File: src/rtl/sleep_strap_pkg.sv
// Package of constants, types and encodings for the strap-configured sleep logic
// Operation
// - Low enable strap enables automatic sleep
// - After latch, enable bias drops to run
// - Program strap picks exit duty; enable strap picks entry
// - Program bias off once selection latched
// - Enable strap level selects lookup table
// - Lower enable: entry 40, exit 80/75/65/60
// - Higher enable: entry 25, exit 75/70/60/55
// - Open enable pin disables sleep, latched
// - Sleep disabled: no light-load duty entry
// - Disabled: still sleep on stop or enable low
// - Resume only when duty exceeds exit threshold
// - Open enable: exit 80/75/65/0 percent
// - Latch at supply turn-on, hold while valid
// - Enter sleep after 512 low-duty cycles
// - Enable low stops; resume needs enable high and duty above exit
package sleep_strap_pkg;
  localparam logic [1:0] STRAP_SHORT = 2'h0;
  localparam logic [1:0] STRAP_LOW = 2'h1;
  localparam logic [1:0] STRAP_MID = 2'h2;
  localparam logic [1:0] STRAP_OPEN = 2'h3;
  localparam int TIME_W = 16;
  localparam int PCT_W = 7;
  localparam logic [PCT_W-1:0] ENTRY_LOW_EN = 7'h28;
  localparam logic [PCT_W-1:0] ENTRY_HIGH_EN = 7'h19;
  localparam logic [PCT_W-1:0] EXIT_LOW_SHORT = 7'h50;
  localparam logic [PCT_W-1:0] EXIT_LOW_LOW = 7'h4B;
  localparam logic [PCT_W-1:0] EXIT_LOW_MID = 7'h41;
  localparam logic [PCT_W-1:0] EXIT_LOW_OPEN = 7'h3C;
  localparam logic [PCT_W-1:0] EXIT_HIGH_SHORT = 7'h4B;
  localparam logic [PCT_W-1:0] EXIT_HIGH_LOW = 7'h46;
  localparam logic [PCT_W-1:0] EXIT_HIGH_MID = 7'h3C;
  localparam logic [PCT_W-1:0] EXIT_HIGH_OPEN = 7'h37;
  localparam logic [PCT_W-1:0] BURST_EXIT_SHORT = 7'h50;
  localparam logic [PCT_W-1:0] BURST_EXIT_LOW = 7'h4B;
  localparam logic [PCT_W-1:0] BURST_EXIT_MID = 7'h41;
  localparam logic [PCT_W-1:0] BURST_EXIT_OPEN = 7'h00;
  localparam logic [PCT_W-1:0] PCT_FULL = 7'h64;
  localparam int CONFIRM_CYCLES = 512;
  localparam int CONFIRM_W = 10;
  localparam logic [CONFIRM_W-1:0] CONFIRM_LAST = 10'(CONFIRM_CYCLES - 1);

  typedef struct packed {
    logic sleep_enabled;
    logic high_table;
    logic [PCT_W-1:0] entry_duty;
    logic [PCT_W-1:0] exit_duty;
  } strap_cfg_s;

  typedef struct packed {
    logic valid;
    logic [TIME_W-1:0] conduction;
    logic [TIME_W-1:0] half_period;
  } duty_sample_s;

  typedef enum logic [3:0] {
    ST_STARTUP = 4'h1,
    ST_RUN = 4'h2,
    ST_SLEEP = 4'h4,
    ST_OFF = 4'h8
  } mode_e;
endpackage

File: src/rtl/strap_table.sv
// Strap lookup: maps the two strap codes to a sleep configuration
module strap_table (
  input wire logic [1:0] enable_code_i,
  input wire logic [1:0] threshold_code_i,
  output sleep_strap_pkg::strap_cfg_s cfg_o
);
  import sleep_strap_pkg::*;

  always_comb begin
    cfg_o = '0;
    cfg_o.sleep_enabled = (enable_code_i != STRAP_OPEN);
    cfg_o.high_table = (enable_code_i == STRAP_MID);
    case (enable_code_i)
      STRAP_SHORT, STRAP_LOW: begin
        cfg_o.entry_duty = ENTRY_LOW_EN;
        case (threshold_code_i)
          STRAP_SHORT: cfg_o.exit_duty = EXIT_LOW_SHORT;
          STRAP_LOW: cfg_o.exit_duty = EXIT_LOW_LOW;
          STRAP_MID: cfg_o.exit_duty = EXIT_LOW_MID;
          default: cfg_o.exit_duty = EXIT_LOW_OPEN;
        endcase
      end
      STRAP_MID: begin
        cfg_o.entry_duty = ENTRY_HIGH_EN;
        case (threshold_code_i)
          STRAP_SHORT: cfg_o.exit_duty = EXIT_HIGH_SHORT;
          STRAP_LOW: cfg_o.exit_duty = EXIT_HIGH_LOW;
          STRAP_MID: cfg_o.exit_duty = EXIT_HIGH_MID;
          default: cfg_o.exit_duty = EXIT_HIGH_OPEN;
        endcase
      end
      default: begin
        cfg_o.entry_duty = '0;
        case (threshold_code_i)
          STRAP_SHORT: cfg_o.exit_duty = BURST_EXIT_SHORT;
          STRAP_LOW: cfg_o.exit_duty = BURST_EXIT_LOW;
          STRAP_MID: cfg_o.exit_duty = BURST_EXIT_MID;
          default: cfg_o.exit_duty = BURST_EXIT_OPEN;
        endcase
      end
    endcase
  end
endmodule

File: src/rtl/duty_compare.sv
// Duty comparator: conduction share of a half period against a percentage
module duty_compare (
  input wire logic [15:0] conduction_i,
  input wire logic [15:0] half_period_i,
  input wire logic [6:0] pct_i,
  output logic above_o,
  output logic below_o
);
  import sleep_strap_pkg::*;
  logic [22:0] lhs;
  logic [22:0] rhs;

  // Cross-multiplied so no divider is needed
  always_comb begin
    lhs = 23'(conduction_i) * 23'(PCT_FULL);
    rhs = 23'(half_period_i) * 23'(pct_i);
    above_o = lhs > rhs;
    below_o = lhs < rhs;
  end
endmodule

File: src/rtl/sleep_mode_strap_config.sv
// Top of the strap-configured sleep and low-consumption control
module sleep_mode_strap_config (
  input wire logic clk_sys_i,
  input wire logic reset_n_i,
  input wire logic strap_strobe_i,
  input wire logic [1:0] enable_strap_code_i,
  input wire logic [1:0] threshold_strap_code_i,
  input wire logic enable_pin_high_i,
  input wire logic primary_stopped_i,
  input wire sleep_strap_pkg::duty_sample_s duty_i,
  output logic enable_bias_startup_o,
  output logic threshold_pin_bias_source_o,
  output logic config_latched_o,
  output sleep_strap_pkg::strap_cfg_s cfg_o,
  output logic [6:0] burst_exit_duty_o,
  output logic gate_drive_enable_o,
  output logic low_consumption_o
);
  import sleep_strap_pkg::*;

  strap_cfg_s table_cfg;
  strap_cfg_s cfg;
  strap_cfg_s next_cfg;
  logic latched;
  logic next_latched;
  mode_e mode;
  mode_e next_mode;
  logic [CONFIRM_W-1:0] low_count;
  logic [CONFIRM_W-1:0] next_low_count;
  logic entry_below;
  logic exit_above;

  strap_table u_table (
    .enable_code_i(enable_strap_code_i),
    .threshold_code_i(threshold_strap_code_i),
    .cfg_o(table_cfg)
  );

  duty_compare u_entry (
    .conduction_i(duty_i.conduction),
    .half_period_i(duty_i.half_period),
    .pct_i(cfg.entry_duty),
    .above_o(),
    .below_o(entry_below)
  );

  duty_compare u_exit (
    .conduction_i(duty_i.conduction),
    .half_period_i(duty_i.half_period),
    .pct_i(cfg.exit_duty),
    .above_o(exit_above),
    .below_o()
  );

  // Straps read once at the first strobe after reset; reset is the supply monitor
  always_comb begin
    next_cfg = cfg;
    next_latched = latched;
    if (!latched && strap_strobe_i) begin
      next_cfg = table_cfg;
      next_latched = 1'b1;
    end
  end

  always_ff @(posedge clk_sys_i) begin
    if (!reset_n_i) begin
      cfg <= '0;
      latched <= 1'b0;
    end else begin
      cfg <= next_cfg;
      latched <= next_latched;
    end
  end

  always_comb begin
    next_mode = mode;
    next_low_count = low_count;
    case (mode)
      ST_STARTUP: begin
        if (latched) begin
          next_mode = ST_RUN;
        end
      end
      ST_RUN: begin
        if (!enable_pin_high_i) begin
          next_mode = ST_OFF;
          next_low_count = '0;
        end else if (!cfg.sleep_enabled && primary_stopped_i) begin
          next_mode = ST_SLEEP;
        end else if (duty_i.valid && cfg.sleep_enabled) begin
          if (!entry_below) begin
            next_low_count = '0;
          end else if (low_count == CONFIRM_LAST) begin
            next_mode = ST_SLEEP;
            next_low_count = '0;
          end else begin
            next_low_count = low_count + 10'h001;
          end
        end
      end
      ST_SLEEP, ST_OFF: begin
        // Cannot leave while enable pin is still held low
        if (!enable_pin_high_i) begin
          next_mode = ST_OFF;
        end else if (duty_i.valid && exit_above && !primary_stopped_i) begin
          next_mode = ST_RUN;
          next_low_count = '0;
        end
      end
      default: begin
        next_mode = ST_STARTUP;
        next_low_count = '0;
      end
    endcase
  end

  always_ff @(posedge clk_sys_i) begin
    if (!reset_n_i) begin
      mode <= ST_STARTUP;
      low_count <= '0;
    end else begin
      mode <= next_mode;
      low_count <= next_low_count;
    end
  end

  // Remote switch must stay open until the latch; nothing here checks it
  always_comb begin
    enable_bias_startup_o = !latched;
    threshold_pin_bias_source_o = !latched;
    config_latched_o = latched;
    cfg_o = cfg;
    burst_exit_duty_o = cfg.sleep_enabled ? '0 : cfg.exit_duty;
    gate_drive_enable_o = (mode == ST_RUN);
    low_consumption_o = (mode == ST_SLEEP) || (mode == ST_OFF);
  end
endmodule

File: config.mk
export PLATFORM = sky130hd
export DESIGN_NAME = sleep_mode_strap_config
export DESIGN_NICKNAME = d
export VERILOG_FILES = /design/src/rtl/sleep_strap_pkg.sv /design/src/rtl/strap_table.sv /design/src/rtl/duty_compare.sv /design/src/rtl/sleep_mode_strap_config.sv
export SDC_FILE = /design/constraint.sdc
export NUM_CORES = 1
export LEC_CHECK = 0
export ABC_AREA = 1
export BUFFER_PORTS_ARGS = -buffer_cell sky130_fd_sc_hd__buf_2
export CAP_MARGIN = 10
export CORE_MARGIN = 1
export CORE_UTILIZATION = 60
export CTS_BUF_LIST = sky130_fd_sc_hd__clkbuf_4 sky130_fd_sc_hd__clkbuf_8 sky130_fd_sc_hd__clkbuf_16
export CTS_CLUSTER_DIAMETER = 50
export CTS_CLUSTER_SIZE = 10
export DETAILED_ROUTE_END_ITERATION = 6
export HOLD_SLACK_MARGIN = 0.06
export PLACE_DENSITY = 0.79
export SETUP_SLACK_MARGIN = 0.15
export SKIP_CTS_REPAIR_TIMING = 1
export SLEW_MARGIN = 20
export SYNTH_ARGS = -nofsm -noshare
export SYNTH_HDL_FRONTEND = slang
export SYNTH_SLANG_ARGS = --single-unit
File: constraint.sdc
create_clock -name clk_sys_i -period 17.3 [get_ports clk_sys_i]
set_clock_uncertainty 0.05 [all_clocks]
set_input_delay 3.46 -clock clk_sys_i [delete_from_list [all_inputs] [get_ports clk_sys_i]]
set_output_delay 3.46 -clock clk_sys_i [all_outputs]
set_load 0.005 [all_outputs]
==> impl_metrics.py, run 1 <==
metrics = {
    "outcome": {
        "status": "finished, final reports clean",
    },
    "cells_and_area": {
        "nNetsFinal": 1903,
        "final_layout_size_suffix_gt1_frac": 0.0729,
        "layout_common_cells": "inv_1, nand2_1, ha_1",
        "layout_commonest_cell": "inv_1",
        "area_growth_pct": 4.58,
        "fill_cells": 1557,
        "utilization": 0.642,
        "n_antenna_cell": 0,
    },
    "setup_path": {
        "required_ns": 17.41,
        "endpoint_kind": "register",
        "critPathTopFamily": "adder cells",
        "critPathArrivalTime_ns": 9.02,
        "worstPathMaxFanout": 11,
        "worstSetupStartpointType": "input port",
        "cp_slowest_cell": "fa_1",
        "worstSetupPathType": "in2reg",
        "cp_num_buf_inv": 6,
        "critical-path-max-stage-delay_ns": 0.57,
        "crit_path_frequent_cell": "nand2_1",
    },
    "cts": {
        "clk_latency_ns": 0.26,
        "cts_tree": "done",
        "clockBufferDepth": 2,
        "clock_sinks": 26,
        "cts_htree_levels": 1,
        "cts_root_buffer": "clkbuf_16",
        "cts_buffers": 3,
        "cts.clk_slew.worst_paths_ns": 0.07,
    },
    "sta": {
        "max_slew_margin": 0.417,
        "post-route-min-period_ns": 8.91,
        "setup_ws_ns": 8.39,
        "worst_slew_pin_slew_ns": 0.873,
        "setup_viol": 0,
        "fmax_mhz": 112,
        "drv_slew": 0,
        "rsz0062_at_grt": "false",
        "final_hold_viol_count": 0,
        "tns_ns": 0,
        "fin_crit_sh": 0.515,
    },
    "global_routing": {
        "antenna_found_initial": 0,
        "grt_pass1_wl_um": 40700,
        "grt_max_degree": 21,
        "grt_overflow": 0,
        "grt_pass1_vias": 9120,
        "grt_use_total": 0.274,
    },
    "route": {
        "drc": 0,
        "vias": 9361,
        "wire_per_inst_um": 13.5,
        "first_pass_iters": 5,
        "drt_iter0_drc": 554,
        "via_per_inst": 5.27,
        "wirelength_um": 24000,
        "antenna_left": 0,
    },
    "power": {
        "leakage_nw": 7.04,
        "ir_worst_vdd_mv": 0.112,
        "p_per_area_nw_per_um2": 75.4,
    },
    "yosys": {
        "synthDistinctLibCells": 51,
        "yosys-top-cells-area": "ha_1, fa_1, inv_1",
        "synth_top_area_share": 0.241,
        "syn_area_per_cell_um2": 6.93,
        "syn-cell-area_um2": 10600,
        "synth_top_cell_by_area": "ha_1",
        "synth_seq_area_share": 0.0492,
        "yosys_warnings": 0,
        "syn_inst": 1526,
        "ys_seq_elements": 26,
    },
    "floorplan": {
        "dieArea_um2": 18200,
        "ios": 70,
        "coreArea_um2": 17200,
        "die_height_um": 135,
        "rows": 48,
        "dieWidth_um": 135,
        "start_util": 0.614,
    },
    "place": {
        "port_buffers": 66,
        "place.gp.congestion": 0.944,
        "post-place-ws_ns": 8.12,
        "detailed_place_hpwl_um": 20600,
    },
    "flow_run": {
        "cap_violations": 0,
    },
    "worst_hold_path": {
        "hold_path_class": "reg2reg",
    },
}
==> power breakdown <==
part           leakage [nW]  total [mW]  switching (mW)  internal (mW)
Sequential            0.215      0.0981          0.0245         0.0737
Combinational          6.78       0.669           0.413          0.255
Clock                0.0511      0.0673          0.0212         0.0461
Total                  7.04       0.834           0.459          0.375
==> path summary, 6_finish.rpt <==
path | from | end | slack [ns] | depth (start not counted)
hold reg to reg | low_count[8]$_SDFFE_PN0P_ | low_count[8]$_SDFFE_PN0P_ | 0.47 | 2
setup reg to reg | cfg_o[6]$_SDFFE_PN0P_ | low_count[3]$_SDFFE_PN0P_ | 10.93 | 28
setup / recovery | duty_i[0] | low_count[3]$_SDFFE_PN0P_ | 8.39 | 29
hold / removal | low_count[8]$_SDFFE_PN0P_ | low_count[8]$_SDFFE_PN0P_ | 0.47 | 2
==> Yosys cell counts (all sizes together) <==
cell type / instances
o21bai: 2
conb: 1
nand2: 337
a211o: 1
xnor2: 26
a211oi: 1
a221oi: 3
xor2: 29
a21o: 8
nand3: 30
o211ai: 5
o21ai: 53
nor4: 3
fa: 105
nand4: 7
o211a: 1
o21a: 4
a21oi: 85
nor3: 12
ha: 204
inv: 429
o31ai: 6
nand3b: 1
or2: 4
a31oi: 9
o221ai: 1
o22ai: 1
and2: 3
clkbuf: 29
o2111ai: 1
nor2: 81
buf: 18
dfxtp: 26
==> worst min-delay path, delay by kind of cell (launching register included) <==
family,cells,cell delay (ns)
simple gates,2,0.15
flops,1,0.33
==> flip-flops by register name, indices dropped and copies added (netlist names) <==
register	count
mode	4
cfg_o	11
config_latched_o	1
low_count	10
==> area by class of cell <==
cell class	instances	area, µm²	area share
Timing Repair Buffer	66	330	0.0299
Inverter	429	1610	0.146
Tap cell	225	282	0.0255
Sequential cell	26	520	0.0471
Multi-Input combinational cell	1026	8210	0.742
Clock buffer	3	75.1	0.00679
Clock inverter	1	30.0	0.00272
==> metal layers <==
metal,global-route usage,part of all wire,up-vias
li1,-,-,4661
met1,0.362,0.45,4390
met2,0.477,0.47,263
met3,0.0176,0.049,47
met4,0.0886,0.026,0
met5,0,0,-
==> logic make-up (layout without fill, tap and decap cells) <==
group / count (synthesis) / after routing / share of synthesized area
xor gates and xnor gates: 55 / 55 / 0.0456
and+or+nand+nor: 478 / 478 / 0.191
buffers and inverters: 476 / 499 / 0.175
AOI/OAI and AO/OA: 181 / 181 / 0.0981
adders and majority gates: 309 / 309 / 0.440
other: 1 / 3 / 0.000355
DFF: 26 / 26 / 0.0492
==> through the flow <==
stage	area (µm²)	power [mW]	std cells	hold WS [ns]
final	11100	0.834	1776	0.469
after global routing	11100	0.944	1776	0.501
after CTS	11100	0.834	1776	0.468
after detailed placement	11000	0.761	1772	0.451
after global placement	11000	0.743	1772	0.450
after floorplan	10600	0.623	1528	0.422
Power figures use the tool's default switching activity.
==> run 2, diff against run 1 <==
Settings changed: ABC_AREA 1 to 0, CORE_UTILIZATION 60 to 58, PLACE_DENSITY 0.79 to 0.8.
Clock period 17.3 ns to 7.73 ns, I/O delays scaled along.
==> run 2 against run 1 <==
Net effect: critical path depth unchanged; combinational power up 91%; utilization up 4.1 points; sequential power up 71%; synthesized cell count down 19%; register-to-register slack worse by 10 ns; final cell count down 12%; flip-flop and latch count unchanged; die area down 2.6%; routed wire length down 4.1%.
==> impl_metrics.py, run 2 <==
metrics = {
    "global_routing": {
        "grt_pass1_vias": 8261,
        "grt_max_degree": 28,
        "grt_overflow": 0,
        "grt_use_total": 0.261,
        "grt_pass1_wl_um": 38200,
        "antenna_found_initial": 2,
    },
    "power": {
        "swShare": 0.487,
        "p_seq_frac": 0.107,
        "power_frac_clock": 0.081,
        "leakage_nw": 6.28,
        "internal_power_uw": 806,
        "p_per_area_nw_per_um2": 139,
        "ir_worst_vdd_mv": 0.0941,
        "p_comb_frac": 0.813,
        "p_switching_uw": 767,
    },
    "yosys": {
        "async_flop_share": 0,
        "synth_seq_area_share": 0.0523,
        "synthDistinctLibCells": 69,
        "ys_seq_elements": 26,
        "synth_top_cell_by_area": "ha_1",
        "yosysMostFrequentCell": "inv_1",
        "syn_inst": 1243,
        "ys.flop_type": "dfxtp_1",
        "syn_area_per_cell_um2": 8.01,
        "synth-edff-count": 0,
        "syn-cell-area_um2": 9950,
        "synth_top_area_share": 0.256,
        "yosys_warnings": 0,
        "ys_top_cells_by_count": "inv_1, ha_1, fa_1",
        "yosys-top-cells-area": "ha_1, fa_1, inv_1",
    },
    "cts": {
        "cts_root_buffer": "clkbuf_16",
        "cts_buffers": 3,
        "clock_sinks": 26,
        "cts.clk_slew.worst_paths_ns": 0.07,
        "cts_htree_levels": 1,
        "clk_latency_ns": 0.26,
        "clockBufferDepth": 2,
        "cts_tree": "done",
    },
    "route": {
        "via_per_inst": 5.47,
        "vias": 8545,
        "drt_iter0_drc": 490,
        "wirelength_um": 23100,
        "antenna_left": 0,
        "first_pass_iters": 6,
        "wire_per_inst_um": 14.8,
        "drc": 0,
    },
    "floorplan": {
        "ios": 70,
        "dieArea_um2": 17700,
        "start_util": 0.598,
        "rows": 47,
        "dieWidth_um": 133,
        "coreArea_um2": 16600,
        "die_height_um": 133,
    },
    "setup_path": {
        "critPathTopFamily": "adder cells",
        "crit_path_frequent_cell": "fa_1",
        "endpoint_kind": "register",
        "cp_slowest_cell": "fa_1",
        "critical-path-max-stage-delay_ns": 0.56,
        "required_ns": 7.82,
        "cp_num_buf_inv": 8,
        "worstPathMaxFanout": 7,
        "worstSetupPathType": "in2reg",
        "critPathArrivalTime_ns": 7.54,
        "worstSetupStartpointType": "input port",
    },
    "sta": {
        "drv_slew": 0,
        "fmax_mhz": 134,
        "fin_crit_sh": 0.964,
        "setup_viol": 0,
        "max_slew_margin": 0.355,
        "final_hold_viol_count": 0,
        "worst_slew_pin_slew_ns": 0.965,
        "whs_ns": 0.422,
        "rsz0062_at_grt": "true",
        "post-route-min-period_ns": 7.45,
    },
    "cells_and_area": {
        "layout_commonest_cell": "inv_1",
        "largest_reg_flops": 11,
        "layout_common_cells": "inv_1, ha_1, fa_1",
        "final_layout_size_suffix_gt1_frac": 0.164,
        "area_growth_pct": 14.1,
        "nNetsFinal": 1692,
        "utilization": 0.682,
    },
    "place": {
        "port_buffers": 66,
        "detailed_place_hpwl_um": 19200,
        "place.gp.congestion": 0.881,
    },
    "outcome": {
        "status": "finished, final reports clean",
    },
    "worst_hold_path": {
        "hold_path_class": "reg2reg",
    },
    "flow_run": {
        "cap_violations": 0,
    },
}
-- run 2: final cells by class --
class	count	area (µm²)
diodes	1	2.50
clock buffers	4	88.8
fillers	1312	5290
inverters	256	961
multi-input cells	923	8650
flip-flops and latches	26	520
well taps	220	275
repair buffers	131	858
-- run 2: final timing paths --
kind,from,to,slack [ns],depth (start not counted)
worst max-delay path,duty_i[9],low_count[9]$_SDFFE_PN0P_,0.28,29
worst min-delay path,low_count[1]$_SDFFE_PN0P_,low_count[1]$_SDFFE_PN0P_,0.42,2
worst max register to register,cfg_o[3]$_SDFFE_PN0P_,low_count[9]$_SDFFE_PN0P_,0.92,28
worst min register to register,low_count[1]$_SDFFE_PN0P_,low_count[1]$_SDFFE_PN0P_,0.42,2
-- run 2: power groups by stage --
stage          clock network, mW  registers [mW]  logic, mW
3_5_place_dp                   0           0.169       1.17
6_report                   0.127           0.168       1.28
4_1_cts                    0.126           0.166       1.18
3_3_place_gp                   0           0.169       1.13
5_1_grt                    0.132           0.169       1.44
2_1_floorplan                  0           0.156      0.861
-- run 2: kinds of logic after synthesis --
logic type / Yosys count / share of synthesized area
AO/OA/AOI/OAI: 157 / 0.107
adder cells (fa/ha/maj): 309 / 0.468
XOR/XNOR: 51 / 0.0449
buffers and inverters: 296 / 0.115
flip-flops: 26 / 0.0523
AND/OR/NAND/NOR: 403 / 0.213
other: 1 / 0.000377
-- run 2: worst register-to-register path: cells and delay by family, from the launching register on --
family / cells / cell delay, ns
AOI/OAI and AO/OA: 9 / 1.66
DFF: 1 / 0.82
xor gates and xnor gates: 1 / 0.14
buffers and inverters: 5 / 0.61
adders and majority gates: 6 / 2.46
and+or+nand+nor: 7 / 0.97
-- run 2: routing by layer --
| layer | GRT usage | part of all wire |
|---|---|---|
| met4 | 0.0421 | 0.015 |
| met2 | 0.453 | 0.49 |
| met3 | 0.0303 | 0.051 |
| met5 | 0 | 0.00061 |
| met1 | 0.352 | 0.45 |
-- run 2: through the flow --
stage	setup TNS, ns	setup slack [ns]	std cells	instance area, µm²	power [mW]
after detailed placement	-3.33	-0.328	1553	10900	1.34
after floorplan	0	0.166	1245	9970	1.02
after global placement	-1.35	-0.163	1553	10900	1.30
after global routing	0	0.00307	1560	11400	1.74
final	0	0.280	1561	11400	1.57
after CTS	-0.678	-0.109	1557	10900	1.48
